`config.mk`:
```
export PLATFORM = sky130hd
export DESIGN_NAME = mdsg_top
export DESIGN_NICKNAME = d
export VERILOG_FILES = /design/src/verilog/mdsg_pkg.sv /design/src/verilog/mdsg_top.sv
export VERILOG_INCLUDE_DIRS = /design/src /design/src/verilog
export SDC_FILE = /design/constraint.sdc
export NUM_CORES = 1
export LEC_CHECK = 0
export BUFFER_PORTS_ARGS = -buffer_cell sky130_fd_sc_hd__buf_2
export CAP_MARGIN = 25
export CORE_UTILIZATION = 60
export CTS_CLUSTER_SIZE = 14
export DETAILED_ROUTE_END_ITERATION = 10
export GPL_ROUTABILITY_DRIVEN = 0
export HOLD_SLACK_MARGIN = 0.12
export PLACE_DENSITY = 0.84
export SLEW_MARGIN = 10
export SYNTH_ARGS = -nofsm -noshare
export SYNTH_HDL_FRONTEND = slang
export SYNTH_SLANG_ARGS = --single-unit
```
`constraint.sdc`:
```
create_clock -name mclk -period 5.9 [get_ports mclk]
set_input_delay 1.18 -clock mclk [delete_from_list [all_inputs] [get_ports mclk]]
set_output_delay 1.18 -clock mclk [all_outputs]
set_load 0.01 [all_outputs]
```
`src/verilog/mdsg_regs.svh`:
```
// register map, field positions and timing constants of the motor signal generator
`ifndef MDSG_REGS_SVH
`define MDSG_REGS_SVH

`define MDSG_A_CTRL       8'h00
`define MDSG_A_PWM0       8'h04
`define MDSG_A_PWM_STRIDE 8'h04
`define MDSG_A_TARGET     8'h14
`define MDSG_A_ACCEL      8'h18
`define MDSG_A_TBASE      8'h1c
`define MDSG_A_STATUS     8'h20

`define MDSG_B_ENABLE     0
`define MDSG_B_DRVRST     1
`define MDSG_B_DIR        2
`define MDSG_B_MODE_LO    3
`define MDSG_B_MODE_HI    4
`define MDSG_B_RUN        5
`define MDSG_B_PULSE      6

`define MDSG_S_RUNNING    16
`define MDSG_S_CRUISE     17
`define MDSG_S_STEP       18

`define MDSG_MODE_RSVD    2'h3
`define MDSG_DUTY_MAX     8'hff

`define MDSG_CLK_HZ       100000000
`define MDSG_CLK_PER_NS   10
`define MDSG_PWM_HZ       31250
`define MDSG_PWM_STEPS    255
`define MDSG_PWM_PRE      ((`MDSG_CLK_HZ + `MDSG_PWM_HZ * `MDSG_PWM_STEPS / 2) / (`MDSG_PWM_HZ * `MDSG_PWM_STEPS))
`define MDSG_STEP_HI_NS   1000
`define MDSG_STEP_HI      8'((`MDSG_STEP_HI_NS + `MDSG_CLK_PER_NS - 1) / `MDSG_CLK_PER_NS)
`define MDSG_MS_NS        1000000
`define MDSG_MS_CYC       (`MDSG_MS_NS / `MDSG_CLK_PER_NS)

`endif

```
`src/verilog/mdsg_pkg.sv`:
```
// types shared by the motor signal generator
package mdsg_pkg;
  typedef enum logic [3:0] {
    MDSG_IDLE  = 4'h1,
    MDSG_RAMP  = 4'h2,
    MDSG_CRUISE = 4'h4,
    MDSG_DECEL = 4'h8
  } mdsg_state_t;
endpackage

```
`src/verilog/mdsg_top.sv`:
```
// motor driver control signal generator: enable, reset, pwm inputs, step/dir, ramp
// How it works
// RULE1: enable output low enables driver, high disables it.
// RULE2: reset output held low normally; high then low resets driver.
// RULE3: bridge input constant high means 100 percent, constant low 0 percent.
// RULE4: one low-to-high step edge per motor step.
// RULE5: direction output high is forward, low is reverse.
// RULE6: step mode 00 full, 01 half, 10 wave; 11 never driven.
// RULE7: each pwm channel takes an 8-bit duty setting 0..255.
// RULE8: pwm period gives roughly 31.25 kHz.
// RULE9: duty equals setting over 255; 0 always low, 255 always high.
// RULE10: on start, rate grows by accel increment each ramp interval to target.
// RULE11: ramp interval equals time base setting in milliseconds.
// RULE12: at target, increments stop and stepping continues at target.
// RULE13: on stop, rate falls by increment each interval before halting.
// RULE14: acceleration and deceleration share increment and time base.
// RULE15: ramp clamps at target and at zero, never overshooting.
//
// The address-and-strobe port and the register offsets were chosen for this implementation.
`timescale 1ns/10ps
`include "mdsg_regs.svh"
module mdsg_top
  import mdsg_pkg::*;
#(
  parameter int MS_CYCLES = `MDSG_MS_CYC
)
(
  input  wire logic        mclk,             // system clock, 100 MHz
  input  wire logic        rst_n,            // synchronous reset, active low
  input  wire logic [7:0]  addr,             // register byte address
  input  wire logic [31:0] wdata,            // write data
  input  wire logic        wr_en,            // write strobe
  input  wire logic        rd_en,            // read strobe
  output logic      [31:0] rdata,            // read data, cycle after rd_en
  output logic             drive_enable_low, // driver enable, active low
  output logic             drv_reset,        // driver reset line
  output logic      [3:0]  bridge_input_x,   // direct bridge pwm inputs
  output logic             step_out,         // step pulse
  output logic             dir_out,          // rotation sense
  output logic             step_mode_hi,     // step mode high bit
  output logic             step_mode_lo      // step mode low bit
);

  localparam logic [27:0] CLK_HZ = 28'(`MDSG_CLK_HZ);
  localparam logic [3:0]  PWM_PRE = 4'(`MDSG_PWM_PRE - 1);
  localparam logic [16:0] MS_LAST = 17'(MS_CYCLES - 1);

  // control and setting registers
  logic        en_low_reg, en_low_next;
  logic        drst_reg, drst_next;
  logic        dir_reg, dir_next;
  logic [1:0]  mode_reg, mode_next;
  logic        run_reg, run_next;
  logic        pulse_req;
  logic [7:0]  duty_reg [4];
  logic [7:0]  duty_next [4];
  logic [15:0] target_reg, target_next;
  logic [7:0]  inc_reg, inc_next;
  logic [7:0]  tb_reg, tb_next;
  logic [31:0] rdata_reg, rdata_next;

  // ramp, timing and step state
  mdsg_state_t state_reg, state_next;
  logic [15:0] rate_reg, rate_next;
  logic [16:0] ms_cnt_reg, ms_cnt_next;
  logic [7:0]  tb_cnt_reg, tb_cnt_next;
  logic [27:0] acc_reg, acc_next;
  logic [7:0]  step_cnt_reg, step_cnt_next;
  logic        step_reg, step_next;
  logic [3:0]  pre_reg, pre_next;
  logic [7:0]  pwm_cnt_reg, pwm_cnt_next;
  logic [3:0]  pwm_reg, pwm_next;

  logic        ms_tick, ramp_tick, step_event;
  logic [16:0] up_sum;
  logic [15:0] toward, down0;
  logic [28:0] acc_sum;

  // register writes and reads
  always_comb
  begin
    en_low_next = en_low_reg;
    drst_next   = drst_reg;
    dir_next    = dir_reg;
    mode_next   = mode_reg;
    run_next    = run_reg;
    pulse_req   = 1'b0;
    target_next = target_reg;
    inc_next    = inc_reg;
    tb_next     = tb_reg;
    for (int i = 0; i < 4; i++)
    begin
      duty_next[i] = duty_reg[i];
      if (wr_en && addr == `MDSG_A_PWM0 + 8'(i) * `MDSG_A_PWM_STRIDE)
        duty_next[i] = wdata[7:0];                         // [RULE7]
    end
    if (wr_en)
    begin
      case (addr)
        `MDSG_A_CTRL:
        begin
          en_low_next = ~wdata[`MDSG_B_ENABLE];            // [RULE1]
          drst_next   = wdata[`MDSG_B_DRVRST];             // [RULE2]
          dir_next    = wdata[`MDSG_B_DIR];                // [RULE5]
          // a reserved mode write is dropped so the pins never show it
          if (wdata[`MDSG_B_MODE_HI:`MDSG_B_MODE_LO] != `MDSG_MODE_RSVD)
            mode_next = wdata[`MDSG_B_MODE_HI:`MDSG_B_MODE_LO]; // [RULE6]
          run_next    = wdata[`MDSG_B_RUN];
          pulse_req   = wdata[`MDSG_B_PULSE];
        end
        `MDSG_A_TARGET: target_next = wdata[15:0];
        `MDSG_A_ACCEL:  inc_next    = wdata[7:0];
        `MDSG_A_TBASE:  tb_next     = wdata[7:0];
        default:        ;
      endcase
    end
    rdata_next = 32'h0;
    if (rd_en)
    begin
      case (addr)
        `MDSG_A_CTRL:   rdata_next = {25'h0, 1'b0, run_reg, mode_reg, dir_reg,
                                      drst_reg, ~en_low_reg};
        `MDSG_A_TARGET: rdata_next = {16'h0, target_reg};
        `MDSG_A_ACCEL:  rdata_next = {24'h0, inc_reg};
        `MDSG_A_TBASE:  rdata_next = {24'h0, tb_reg};
        `MDSG_A_STATUS: rdata_next = {13'h0, step_reg, state_reg == MDSG_CRUISE,
                                      state_reg != MDSG_IDLE, rate_reg};
        default:
        begin
          for (int i = 0; i < 4; i++)
            if (addr == `MDSG_A_PWM0 + 8'(i) * `MDSG_A_PWM_STRIDE)
              rdata_next = {24'h0, duty_reg[i]};
        end
      endcase
    end
  end

  // millisecond base and ramp interval; both restart while idle
  always_comb
  begin
    ms_tick     = ms_cnt_reg == MS_LAST;
    ms_cnt_next = ms_tick ? 17'h0 : ms_cnt_reg + 17'h1;
    // time base 0 behaves like 1: one change per millisecond
    ramp_tick   = ms_tick && ({1'b0, tb_cnt_reg} + 9'h1 >= {1'b0, tb_reg}); // [RULE11]
    tb_cnt_next = tb_cnt_reg;
    if (ramp_tick)
      tb_cnt_next = 8'h0;
    else if (ms_tick)
      tb_cnt_next = tb_cnt_reg + 8'h1;
    if (state_reg == MDSG_IDLE)
    begin
      ms_cnt_next = 17'h0;
      tb_cnt_next = 8'h0;
    end
  end

  // one increment and one time base serve both ramp directions [RULE14]
  always_comb
  begin
    up_sum = {1'b0, rate_reg} + {9'h0, inc_reg};
    if (rate_reg < target_reg)
      toward = (up_sum >= {1'b0, target_reg} || inc_reg == 8'h0)
               ? target_reg : up_sum[15:0];                        // [RULE15]
    else
      toward = (rate_reg - target_reg <= {8'h0, inc_reg} || inc_reg == 8'h0)
               ? target_reg : rate_reg - {8'h0, inc_reg};          // [RULE15]
    down0 = (rate_reg <= {8'h0, inc_reg} || inc_reg == 8'h0)
            ? 16'h0 : rate_reg - {8'h0, inc_reg};                  // [RULE15]
  end

  always_comb
  begin
    state_next = state_reg;
    rate_next  = rate_reg;
    case (state_reg)
      MDSG_IDLE:
      begin
        rate_next = 16'h0;
        if (run_reg)
          state_next = MDSG_RAMP;
      end
      MDSG_RAMP:
      begin
        if (!run_reg)
          state_next = MDSG_DECEL;
        else if (ramp_tick)
        begin
          rate_next = toward;                                      // [RULE10]
          if (toward == target_reg)
            state_next = MDSG_CRUISE;                              // [RULE12]
        end
      end
      MDSG_CRUISE:
      begin
        if (!run_reg)
          state_next = MDSG_DECEL;
        else if (rate_reg != target_reg)
          state_next = MDSG_RAMP;
      end
      MDSG_DECEL:
      begin
        if (run_reg)
          state_next = MDSG_RAMP;
        else if (ramp_tick)
        begin
          rate_next = down0;                                       // [RULE13]
          if (down0 == 16'h0)
            state_next = MDSG_IDLE;
        end
      end
      default:
      begin
        state_next = MDSG_IDLE;
        rate_next  = 16'h0;
      end
    endcase
  end

  // step timing: rate accumulates each cycle, one step per clock-rate overflow.
  // pulse is high then low for a fixed time each; at the top rate the period
  // is far longer, so no accumulator step is ever dropped
  always_comb
  begin
    acc_sum    = {1'b0, acc_reg} + {13'h0, rate_reg};
    acc_next   = acc_reg;
    step_event = 1'b0;
    if (state_reg == MDSG_IDLE)
    begin
      acc_next   = 28'h0;
      step_event = pulse_req;
    end
    else if (acc_sum >= {1'b0, CLK_HZ})
    begin
      acc_next   = 28'(acc_sum - {1'b0, CLK_HZ});
      step_event = 1'b1;
    end
    else
      acc_next = acc_sum[27:0];
    step_cnt_next = step_cnt_reg;
    if (step_cnt_reg != 8'h0)
      step_cnt_next = (step_cnt_reg == 8'(2 * `MDSG_STEP_HI)) ? 8'h0 : step_cnt_reg + 8'h1;
    else if (step_event)
      step_cnt_next = 8'h1;
    step_next = step_cnt_next != 8'h0 && step_cnt_next <= `MDSG_STEP_HI; // [RULE4]
  end

  // pwm: 255 slots per period; a slot is high while the count is below the setting
  always_comb
  begin
    pre_next     = (pre_reg == PWM_PRE) ? 4'h0 : pre_reg + 4'h1;
    pwm_cnt_next = pwm_cnt_reg;
    if (pre_reg == PWM_PRE)                                        // [RULE8]
      pwm_cnt_next = (pwm_cnt_reg == `MDSG_DUTY_MAX - 8'h1) ? 8'h0 : pwm_cnt_reg + 8'h1;
  end

  genvar g;
  generate
    for (g = 0; g < 4; g++)
    begin : g_pwm
      // count tops at 254, so 255 stays high and 0 stays low
      always_comb
        pwm_next[g] = pwm_cnt_next < duty_next[g];                 // [RULE3] [RULE9]

      pwm_extremes_a: assert property (@(posedge mclk) disable iff (!rst_n) // [RULE9]
        (duty_reg[g] == 8'h0 && $past(duty_reg[g]) == 8'h0 |-> !bridge_input_x[g]) and
        (duty_reg[g] == `MDSG_DUTY_MAX && $past(duty_reg[g]) == `MDSG_DUTY_MAX
          |-> bridge_input_x[g]))
        else $error("pwm channel not constant at 0 or 255");
    end
  endgenerate

  always_ff @(posedge mclk)
  begin
    if (!rst_n)
    begin
      en_low_reg   <= 1'b1;
      drst_reg     <= 1'b0;
      dir_reg      <= 1'b0;
      mode_reg     <= 2'h0;
      run_reg      <= 1'b0;
      target_reg   <= 16'h0;
      inc_reg      <= 8'h0;
      tb_reg       <= 8'h0;
      rdata_reg    <= 32'h0;
      state_reg    <= MDSG_IDLE;
      rate_reg     <= 16'h0;
      ms_cnt_reg   <= 17'h0;
      tb_cnt_reg   <= 8'h0;
      acc_reg      <= 28'h0;
      step_cnt_reg <= 8'h0;
      step_reg     <= 1'b0;
      pre_reg      <= 4'h0;
      pwm_cnt_reg  <= 8'h0;
      pwm_reg      <= 4'h0;
      for (int i = 0; i < 4; i++)
        duty_reg[i] <= 8'h0;
    end
    else
    begin
      en_low_reg   <= en_low_next;
      drst_reg     <= drst_next;
      dir_reg      <= dir_next;
      mode_reg     <= mode_next;
      run_reg      <= run_next;
      target_reg   <= target_next;
      inc_reg      <= inc_next;
      tb_reg       <= tb_next;
      rdata_reg    <= rdata_next;
      state_reg    <= state_next;
      rate_reg     <= rate_next;
      ms_cnt_reg   <= ms_cnt_next;
      tb_cnt_reg   <= tb_cnt_next;
      acc_reg      <= acc_next;
      step_cnt_reg <= step_cnt_next;
      step_reg     <= step_next;
      pre_reg      <= pre_next;
      pwm_cnt_reg  <= pwm_cnt_next;
      pwm_reg      <= pwm_next;
      for (int i = 0; i < 4; i++)
        duty_reg[i] <= duty_next[i];
    end
  end

  assign rdata            = rdata_reg;
  assign drive_enable_low = en_low_reg;
  assign drv_reset        = drst_reg;
  assign dir_out          = dir_reg;
  assign step_mode_hi     = mode_reg[1];
  assign step_mode_lo     = mode_reg[0];
  assign step_out         = step_reg;
  assign bridge_input_x   = pwm_reg;

  enable_write_a: assert property (@(posedge mclk) disable iff (!rst_n) // [RULE1]
    wr_en && addr == `MDSG_A_CTRL |=> drive_enable_low == !$past(wdata[`MDSG_B_ENABLE]))
    else $error("enable output does not follow control write");

  reset_line_a: assert property (@(posedge mclk) disable iff (!rst_n) // [RULE2]
    wr_en && addr == `MDSG_A_CTRL |=> drv_reset == $past(wdata[`MDSG_B_DRVRST]))
    else $error("driver reset does not follow control write");

  step_width_a: assert property (@(posedge mclk) disable iff (!rst_n) // [RULE4]
    $fell(step_out) |-> $past(step_cnt_reg) == `MDSG_STEP_HI)
    else $error("step pulse width wrong");

  dir_write_a: assert property (@(posedge mclk) disable iff (!rst_n) // [RULE5]
    wr_en && addr == `MDSG_A_CTRL |=> dir_out == $past(wdata[`MDSG_B_DIR]))
    else $error("direction does not follow control write");

  mode_legal_a: assert property (@(posedge mclk) disable iff (!rst_n) // [RULE6]
    !(step_mode_hi && step_mode_lo))
    else $error("reserved step mode driven");

  pwm_slot_a: assert property (@(posedge mclk) disable iff (!rst_n) // [RULE8]
    $changed(pwm_cnt_reg) |-> $past(pre_reg) == PWM_PRE)
    else $error("pwm slot advanced off prescale");

  cruise_hold_a: assert property (@(posedge mclk) disable iff (!rst_n) // [RULE12]
    state_reg == MDSG_CRUISE |-> rate_reg == $past(target_reg))
    else $error("cruise rate differs from target");

  ramp_up_a: assert property (@(posedge mclk) disable iff (!rst_n) // [RULE15]
    state_reg == MDSG_RAMP && run_reg && ramp_tick && rate_reg < target_reg
      |=> rate_reg > $past(rate_reg) && rate_reg <= $past(target_reg))
    else $error("acceleration step wrong or overshoots");

  ramp_gate_a: assert property (@(posedge mclk) disable iff (!rst_n) // [RULE11]
    $changed(rate_reg) && $past(state_reg) != MDSG_IDLE |-> $past(ramp_tick))
    else $error("rate changed outside a ramp interval");

  decel_step_a: assert property (@(posedge mclk) disable iff (!rst_n) // [RULE13]
    state_reg == MDSG_DECEL && !run_reg && ramp_tick && inc_reg != 8'h0
      |=> rate_reg == (($past(rate_reg) > {8'h0, $past(inc_reg)})
                       ? $past(rate_reg) - {8'h0, $past(inc_reg)} : 16'h0))
    else $error("deceleration step wrong");

endmodule

```
==> run_results.csv, run 1 <==
group,metric,value,unit
job,max-cap-violations,0,
clock_tree,hold_buffers,0,
clock_tree,cts_tree,"done",
final_layout,num_antenna_cells,0,
detailed_routing,met3_wirelength,3630,µm
grt,grt_max_degree,61,
synthesis,syn_area,14100,µm²
die,die_w,155,µm
synthesis,synth_top_area_share,0.266,
detailed_routing,topRoutingLayerUsed,"met4",
sta,final_max_slew_viol_count,0,
die,std_cell_rows,55,
clock_tree,cts.sinks,187,
sta,hold_viol,0,
clock_tree,h-tree-depth,4,
sta,skew,10.8,ps
final_layout,layout_commonest_cell,"nor2_1",
sta,finalCritPeriodShare,0.869,
clock_tree,clockBufferDepth,2,
clock_tree,cts-root-buf,"clkbuf_16",
detailed_routing,met1_length,17000,µm
final_layout,drive_gt1_frac,0.0722,
grt,grt_pass1_wl,65400,µm
clock_tree,cts.clk_slew.worst_paths,80,ps
detailed_routing,vias,13900,
synthesis,synth_top_area_cell,"dfxtp_1",
grt,grt_usage,0.337,
detailed_routing,wire_per_inst,19.0,µm
sta,period_minus_slack,5130,ps
synthesis,async_flop_share,0,
die,start_util,0.616,
final_layout,ff_latch_area,3740,µm²
final_layout,largest_reg_flops,32,
final_layout,final_cell_mix,"220 x nor2_1, 187 x dfxtp_1, 147 x nand2_1",
sta,worst_pin_slew,985,ps
sta,final-setup-viol-count,0,
final_layout,syn2layout_area_growth,7.20,%
grt,antenna_found_initial,0,
clock_tree,cts-buffers-inserted,17,
detailed_routing,drtAntennaViolNets,0,
status,status,"completed",
synthesis,yosysSeqAreaShare,0.266,
synthesis,synth_top_flop_cell,"dfxtp_1",
power,p_per_area,175,nW/µm²
setup_path,crit_required,6300,ps
sta,fin_ws,774,ps
synthesis,synth_edf_count,0,
setup_path,crit_path_start_kind,"register",
setup_path,crit_type,"reg2reg",
synthesis,ys_types,87,
clock_tree,post_cts_buffers,0,
detailed_routing,drt_iter0_drc,1527,
grt,grt_overflow,0,
synthesis,ys.warnings.count,0,
detailed_routing,dr.pass1.iters,8,
clock_tree,cts_resized,0,
synthesis,avgSynthCellArea,7.80,µm²
detailed_routing,routed_via_density,6.53,
sta,rsz0062_at_grt,"no",
setup_path,arrival,5530,ps
die,io_pins,86,
power,peakVddDrop,0.221,mV
die,dieArea,24100,µm²
detailed_routing,drt-total-wl,40400,µm
grt,first_global_vias,13000,
detailed_routing,wl_met2,18000,µm
sta,setup_tns,0,ps
final_layout,fill_cells,1873,
detailed_routing,drc,0,
power,p_leak,6.37,nW
synthesis,synthCells,1804,
synthesis,synth_seq_cells,187,
setup_path,end_kind,"register",
sta,max_freq,0.195,GHz
synthesis,synth.area.top_cells,"dfxtp_1 27%, ha_1 10%, nor2_1 5.9%",
clock_tree,clk_latency,450,ps
die,core_area,22800,µm²
setup_path,critPathMaxFanout,13,
final_layout,nNetsFinal,1967,
final_layout,multi_input_area,9630,µm²
placement,place_ws,983,ps
min_path,hold_path.class,"reg2reg",
placement,dpl.hpwl,29600,µm
placement,io_buffer_count,56,
sta,relSlewSlack,0.343,
die,die_h,155,µm
==> logic make-up after synthesis <==
| kind of cell | share of synthesized area |
|---|---|
| AOI/OAI and AO/OA | 0.226 |
| xor gates and xnor gates | 0.0746 |
| adders and majority gates | 0.111 |
| buffers and inverters | 0.0533 |
| DFF | 0.266 |
| muxes | 0.0413 |
| other | 0.000266 |
| and+or+nand+nor | 0.228 |
==> per-stage QoR <==
step | total power (W) | area [µm²] | hold slack, ps | instances | utilization
finish | 0.00264 | 15100 | 456 | 2127 | 0.660
CTS | 0.00264 | 15100 | 463 | 2127 | 0.660
global route | 0.00272 | 15100 | 486 | 2127 | 0.660
global placement | 0.00144 | 14500 | 442 | 2095 | 0.633
floorplan | 0.00141 | 14100 | 430 | 1816 | -
detailed placement | 0.00144 | 14500 | 452 | 2095 | 0.633
==> Yosys cell counts, drive strengths merged (29+ instances only) <==
master,count
a21oi,128
buf,30
clkbuf,77
dfxtp,187
ha,118
inv,73
mux2i,57
nand2,147
nand3,66
nand4,29
nor2,220
nor3,33
o21ai,89
xnor2,78
xor2,41
==> metal layers <==
layer / track usage / vias up
met4: 0.165 / 0
met3: 0.0663 / 171
met2: 0.538 / 769
met1: 0.435 / 6434
met5: 0 / -
li1: - / 6522
==> critical path: stages (launching register included) <==
cell      delay (ps)
dfxtp_1          420
inv_1            120
ha_1             450
nor2b_1          210
a211oi_1         480
o211ai_1         260
nand2_1          190
nand3_1          110
xnor2_1          400
ha_1             370
a221o_1          340
nor3_1           130
o211ai_1         130
or2_2            430
o21ai_1          470
a21oi_1          160
o221ai_1         220
o211a_1          170
==> layout make-up <==
cell class	instances	area share
repair buffers	73	0.0270
clock inverters	15	0.0139
inverters	74	0.0184
well taps	313	0.0260
flip-flops and latches	187	0.248
clock buffers	17	0.0282
multi-input cells	1448	0.638
==> where the power goes <==
group          internal, W  switching [W]
clock             0.000591       0.000637
combinational    0.0000460      0.0000896
sequential         0.00127      0.0000106
total              0.00191       0.000737
==> worst paths after layout <==
| path | start | to | slack [ps] | cells after the start |
|---|---|---|---|---|
| worst max-delay path | inc_reg[2] | rate_reg[0] | 770 | 17 |
| worst min-delay path | step_out | rdata[18] | 460 | 2 |
| worst max register to register | inc_reg[2] | rate_reg[0] | 770 | 17 |
| worst min register to register | step_out | rdata[18] | 460 | 2 |
Note: power is estimated with default switching activity, not from simulation.
==> run 2, diff against run 1 <==
--- a/config.mk
+++ b/config.mk
@@ -14,6 +14,7 @@
 export GPL_ROUTABILITY_DRIVEN = 0
 export HOLD_SLACK_MARGIN = 0.12
 export PLACE_DENSITY = 0.84
+export RECOVER_POWER = 50
 export SLEW_MARGIN = 10
 export SYNTH_ARGS = -nofsm -noshare
 export SYNTH_HDL_FRONTEND = slang
==> run 2 against run 1 <==
  * The flow now finishes with violations (capacitance limit, slew limit)
  * Clock power is essentially flat
  * Critical path depth is the same
  * Clock skew grew 1.7 ps
  * Critical endpoint unchanged
  * Largest cell class unchanged
==> run_results.csv, run 2 (synthesis results as in run 1) <==
group,metric,value,unit
clock_tree,h-tree-depth,4,
power,combPwrFrac,0.051,
die,die_w,155,µm
grt,grt_overflow,0,
placement,dpl.hpwl,29600,µm
placement,place_ws,983,ps
status,violations,"capacitance limit, slew limit",
power,seqPwrFrac,0.485,
setup_path,path_buf_inv,1,
setup_path,cp_top_family,"compound AO/OA/AOI/OAI gates",
power,p_per_area,175,nW/µm²
die,die_h,155,µm
final_layout,nNetsFinal,1967,
final_layout,drive_gt1_frac,0.0551,
power,switching_share,0.278,
power,net-switching-power,0.000734,W
status,status,"complete, but fails checks",
power,p_leak,6.24,nW
power,peakVddDrop,0.220,mV
clock_tree,cts_resized,0,
sta,setup_tns,0,ps
clock_tree,hold_buffers,0,
setup_path,critPathMaxFanout,13,
die,start_util,0.616,
grt,first_global_vias,13000,
die,std_cell_rows,55,
final_layout,num_antenna_cells,0,
clock_tree,cts_tree,"done",
setup_path,arrival,5570,ps
clock_tree,post_cts_buffers,0,
setup_path,crit_path_start_kind,"register",
grt,grt_usage,0.337,
setup_path,crit_required,6300,ps
sta,rsz0062_at_grt,"no",
sta,max_freq,0.193,GHz
sta,fin_ws,730,ps
sta,final_max_slew_viol_count,40,
detailed_routing,vias,13900,
sta,skew,12.4,ps
sta,hold_viol,0,
final_layout,final_cell_mix,"220 x nor2_1, 187 x dfxtp_1, 147 x nand2_1",
detailed_routing,routed_via_density,6.53,
power,clkPwrFrac,0.464,
clock_tree,cts.clk_slew.worst_paths,80,ps
die,dieArea,24100,µm²
setup_path,end_kind,"register",
setup_path,crit_type,"reg2reg",
sta,relSlewSlack,-0.185,
final_layout,layout_commonest_cell,"nor2_1",
setup_path,worst_path_max_delay_cell,"o21ai_1",
grt,grt_pass1_wl,65400,µm
clock_tree,cts.sinks,187,
clock_tree,cts-buffers-inserted,17,
clock_tree,cts-root-buf,"clkbuf_16",
clock_tree,clockBufferDepth,2,
detailed_routing,drt-total-wl,40300,µm
power,p_int,0.00190,W
die,io_pins,86,
sta,finalCritPeriodShare,0.876,
sta,period_minus_slack,5170,ps
sta,final-setup-viol-count,0,
sta,worst_pin_slew,1780,ps
job,max-cap-violations,1,
final_layout,syn2layout_area_growth,6.92,%
detailed_routing,drc,0,
die,core_area,22800,µm²
grt,grt_max_degree,61,
detailed_routing,drt_iter0_drc,1484,
detailed_routing,wire_per_inst,18.9,µm
final_layout,largest_reg_flops,32,
grt,antenna_found_initial,0,
setup_path,crit_chain,"inv_1, ha_1, nor2b_1, a211oi_1, o211ai_1, nand2_1, nand3_1, xnor2_1, ha_1, a221o_1, nor3_1, o211ai_1, or2_2, o21ai_1, a21oi_1, o221ai_1, o211a_1",
min_path,hold_path.class,"reg2reg",
setup_path,max_stage_delay,500,ps
clock_tree,clk_latency,460,ps
detailed_routing,dr.pass1.iters,8,
detailed_routing,drtAntennaViolNets,0,
placement,io_buffer_count,56,
run 2: cell types whose count changed in the layout (fill, tap and decap cells not counted), sizes merged:
cell / delta
buf: -31
clkbuf: +31
run 2: stage by stage:
stage / std cells / utilization / hold slack, ps / total power [W] / area (µm²)
global placement: 2095 / 0.633 / 442 / 0.00144 / 14500
finish: 2127 / 0.659 / 458 / 0.00264 / 15000
detailed placement: 2095 / 0.633 / 452 / 0.00144 / 14500
CTS: 2127 / 0.660 / 463 / 0.00264 / 15100
floorplan: 1816 / - / 430 / 0.00141 / 14100
global route: 2127 / 0.659 / 489 / 0.00272 / 15000
run 2: path summary, 6_finish.rpt:
check,end,cells after the start,slack (ps),startpoint
setup / recovery,rate_reg[0],17,730,inc_reg[2]
hold / removal,rdata[18],2,460,step_out
hold reg to reg,rdata[18],2,460,step_out
setup reg to reg,rate_reg[0],17,730,inc_reg[2]
run 2: per-layer routing:
| metal | global-route usage | vias to the layer above | routed length [µm] |
|---|---|---|---|
| li1 | - | 6518 | - |
| met1 | 0.435 | 6463 | 17000 |
| met2 | 0.538 | 738 | 17900 |
| met3 | 0.0663 | 169 | 3570 |
| met4 | 0.165 | 0 | 1860 |
| met5 | 0 | - | 0 |
run 2: power groups by stage:
stage          sequential (W)  clock, W  combinational, W
2_1_floorplan         0.00131         0         0.0000988
3_3_place_gp          0.00131         0          0.000127
5_1_grt               0.00128   0.00129          0.000147
6_report              0.00128   0.00123          0.000134
4_1_cts               0.00128   0.00123          0.000132
3_5_place_dp          0.00131         0          0.000131
run 2: worst register-to-register path: cells and delay by family (launching register included):
family | cells | cell delay, ps
AO/OA/AOI/OAI | 8 | 2270
AND/OR/NAND/NOR | 5 | 1080
adder cells (fa/ha/maj) | 2 | 820
flip-flops | 1 | 420
XOR/XNOR | 1 | 410
buffers and inverters | 1 | 110
run 2: cell type report:
cell class | count | area, µm²
timing repair buffer | 73 | 368
fill | 1890 | 7800
clock buffer | 17 | 425
sequential | 187 | 3740
clock inverter | 15 | 209
tap | 313 | 392
inverter | 74 | 278
multi-input combinational | 1448 | 9630
==> run 3, diff against run 2 <==
--- a/config.mk
+++ b/config.mk
@@ -13,7 +13,7 @@
 export DETAILED_ROUTE_END_ITERATION = 10
 export GPL_ROUTABILITY_DRIVEN = 0
 export HOLD_SLACK_MARGIN = 0.12
-export PLACE_DENSITY = 0.84
+export PLACE_DENSITY_LB_ADDON = 0.1
 export RECOVER_POWER = 50
 export SLEW_MARGIN = 10
 export SYNTH_ARGS = -nofsm -noshare
==> run 3 against run 2 <==
  * The flow still finishes with violations (capacitance limit, slew limit)
  * Wire length increased by 1.2%
  * Via count decreased by 1.8%
  * Worst hold slack better by 25 ps
  * Global-route usage increased by 0.44 points
  * Critical path type unchanged
==> run_results.csv, run 3 (synthesis results as in run 1) <==
group,metric,value,unit
status,status,"complete, but fails checks",
status,violations,"capacitance limit, slew limit",
power,combPwrFrac,0.052,
sta,final_max_slew_viol_count,118,
clock_tree,clockBufferDepth,2,
sta,setup_tns,0,ps
clock_tree,cts.sinks,187,
grt,grt_overflow,0,
final_layout,nNetsFinal,1970,
final_layout,layout_commonest_cell,"nor2_1",
detailed_routing,drtAntennaViolNets,0,
final_layout,instances_no_fill,2130,
final_layout,final_cell_mix,"220 x nor2_1, 187 x dfxtp_1, 147 x nand2_1",
setup_path,arrival,5770,ps
sta,final-setup-viol-count,0,
final_layout,drive_gt1_frac,0.0561,
placement,dp.cells,2097,
die,io_pins,86,
final_layout,syn2layout_area_growth,7.02,%
sta,skew,18.7,ps
placement,io_buffer_count,56,
power,fin_total_pwr,0.00266,W
clock_tree,post_cts_buffers,0,
power,p_int,0.00194,W
sta,hold_viol,0,
setup_path,end_kind,"register",
setup_path,max_stage_delay,670,ps
die,std_cell_rows,55,
detailed_routing,wire_per_inst,19.1,µm
detailed_routing,drt-total-wl,40800,µm
sta,period_minus_slack,5400,ps
clock_tree,cts.clk_slew.worst_paths,80,ps
detailed_routing,routed_via_density,6.40,
job,max-cap-violations,2,
sta,finalCritPeriodShare,0.915,
setup_path,crit_chain,"inv_1, fa_1, nor2_1, o311ai_0, a31oi_1, nand2_1, xnor2_1, ha_1, a21o_1, a221o_1, nor3_1, o211ai_1, or2_2, o21ai_1, a21oi_1, o221ai_1, o211a_1",
final_layout,largest_reg_flops,32,
setup_path,worst_path_max_delay_cell,"a31oi_1",
power,p_per_area,176,nW/µm²
setup_path,crit_required,6280,ps
setup_path,path_buf_inv,1,
die,die_w,155,µm
sta,relSlewSlack,-0.117,
power,clkPwrFrac,0.467,
clock_tree,cts-buffers-inserted,17,
clock_tree,hold_buffers,0,
final_layout,fill_cells,2038,
power,net-switching-power,0.000715,W
clock_tree,clk_latency,450,ps
min_path,hold_path.class,"reg2reg",
final_layout,multi_input_area,9630,µm²
final_layout,postLayoutCoreUtil,0.659,
clock_tree,h-tree-depth,4,
clock_tree,cts-root-buf,"clkbuf_16",
grt,antenna_found_initial,0,
detailed_routing,vias,13600,
die,core_area,22800,µm²
grt,grt_pass1_wl,65500,µm
final_layout,num_antenna_cells,0,
die,start_util,0.616,
grt,first_global_vias,12600,
setup_path,cp_top_family,"compound AO/OA/AOI/OAI gates",
die,die_h,155,µm
clock_tree,cts_tree,"done",
final_layout,ff_latch_area,3740,µm²
power,p_leak,6.25,nW
power,peakVddDrop,0.209,mV
setup_path,crit_type,"reg2reg",
power,switching_share,0.269,
grt,grt_max_degree,78,
sta,max_freq,0.185,GHz
setup_path,crit_path_start_kind,"register",
sta,rsz0062_at_grt,"no",
power,seqPwrFrac,0.482,
placement,dpl.hpwl,30600,µm
detailed_routing,drt_iter0_drc,1417,
detailed_routing,drc,0,
grt,grt_usage,0.341,
clock_tree,cts_resized,0,
detailed_routing,dr.pass1.iters,7,
setup_path,critPathMaxFanout,13,
die,dieArea,24100,µm²
sta,worst_pin_slew,1680,ps
-- run 3: cell types whose count changed in the layout (fill, tap and decap cells not counted), sizes merged --
cell    previous run  this run
inv               81        80
buf               42        44
bufinv             0         1
clkinv             8         7
clkbuf            48        50
-- run 3: cell type report --
class | instances | area share
clock buffer | 18 | 0.0292
clock inverter | 14 | 0.0127
inverter | 74 | 0.0184
multi-input combinational | 1448 | 0.639
sequential | 187 | 0.249
tap | 313 | 0.0260
timing repair buffer | 76 | 0.0257
-- run 3: path summary, 6_finish.rpt --
| check | startpoint | to | slack [ps] | depth (start not counted) |
|---|---|---|---|---|
| max reg2reg | rate_reg[1] | rate_reg[0] | 500 | 17 |
| max | rate_reg[1] | rate_reg[0] | 500 | 17 |
| min | ms_cnt_reg[0] | ms_cnt_reg[0] | 480 | 1 |
| min reg2reg | ms_cnt_reg[0] | ms_cnt_reg[0] | 480 | 1 |
-- run 3: power groups by stage --
stage          Clock, W  Sequential (W)  Combinational, W
6_report        0.00124         0.00128          0.000137
5_1_grt         0.00130         0.00128          0.000150
4_1_cts         0.00124         0.00128          0.000133
3_5_place_dp          0         0.00131          0.000133
3_3_place_gp          0         0.00131          0.000131
2_1_floorplan         0         0.00131         0.0000988
-- run 3: routing by layer --
metal  GRT usage  share of wire  up-vias
met3      0.0432          0.085      126
met1       0.469           0.44     6287
met4       0.137          0.034        0
li1            -              -     6526
met5           0              0        -
met2       0.542           0.44      699
-- run 3: metrics by stage --
stage          hold WS, ps  setup slack, ps  instance area, µm²
6_report               482              503               15100
2_1_floorplan          430             1470               14100
3_3_place_gp           446              800               14500
4_1_cts                478              680               15100
5_1_grt                512              247               15100
3_5_place_dp           459              700               14500
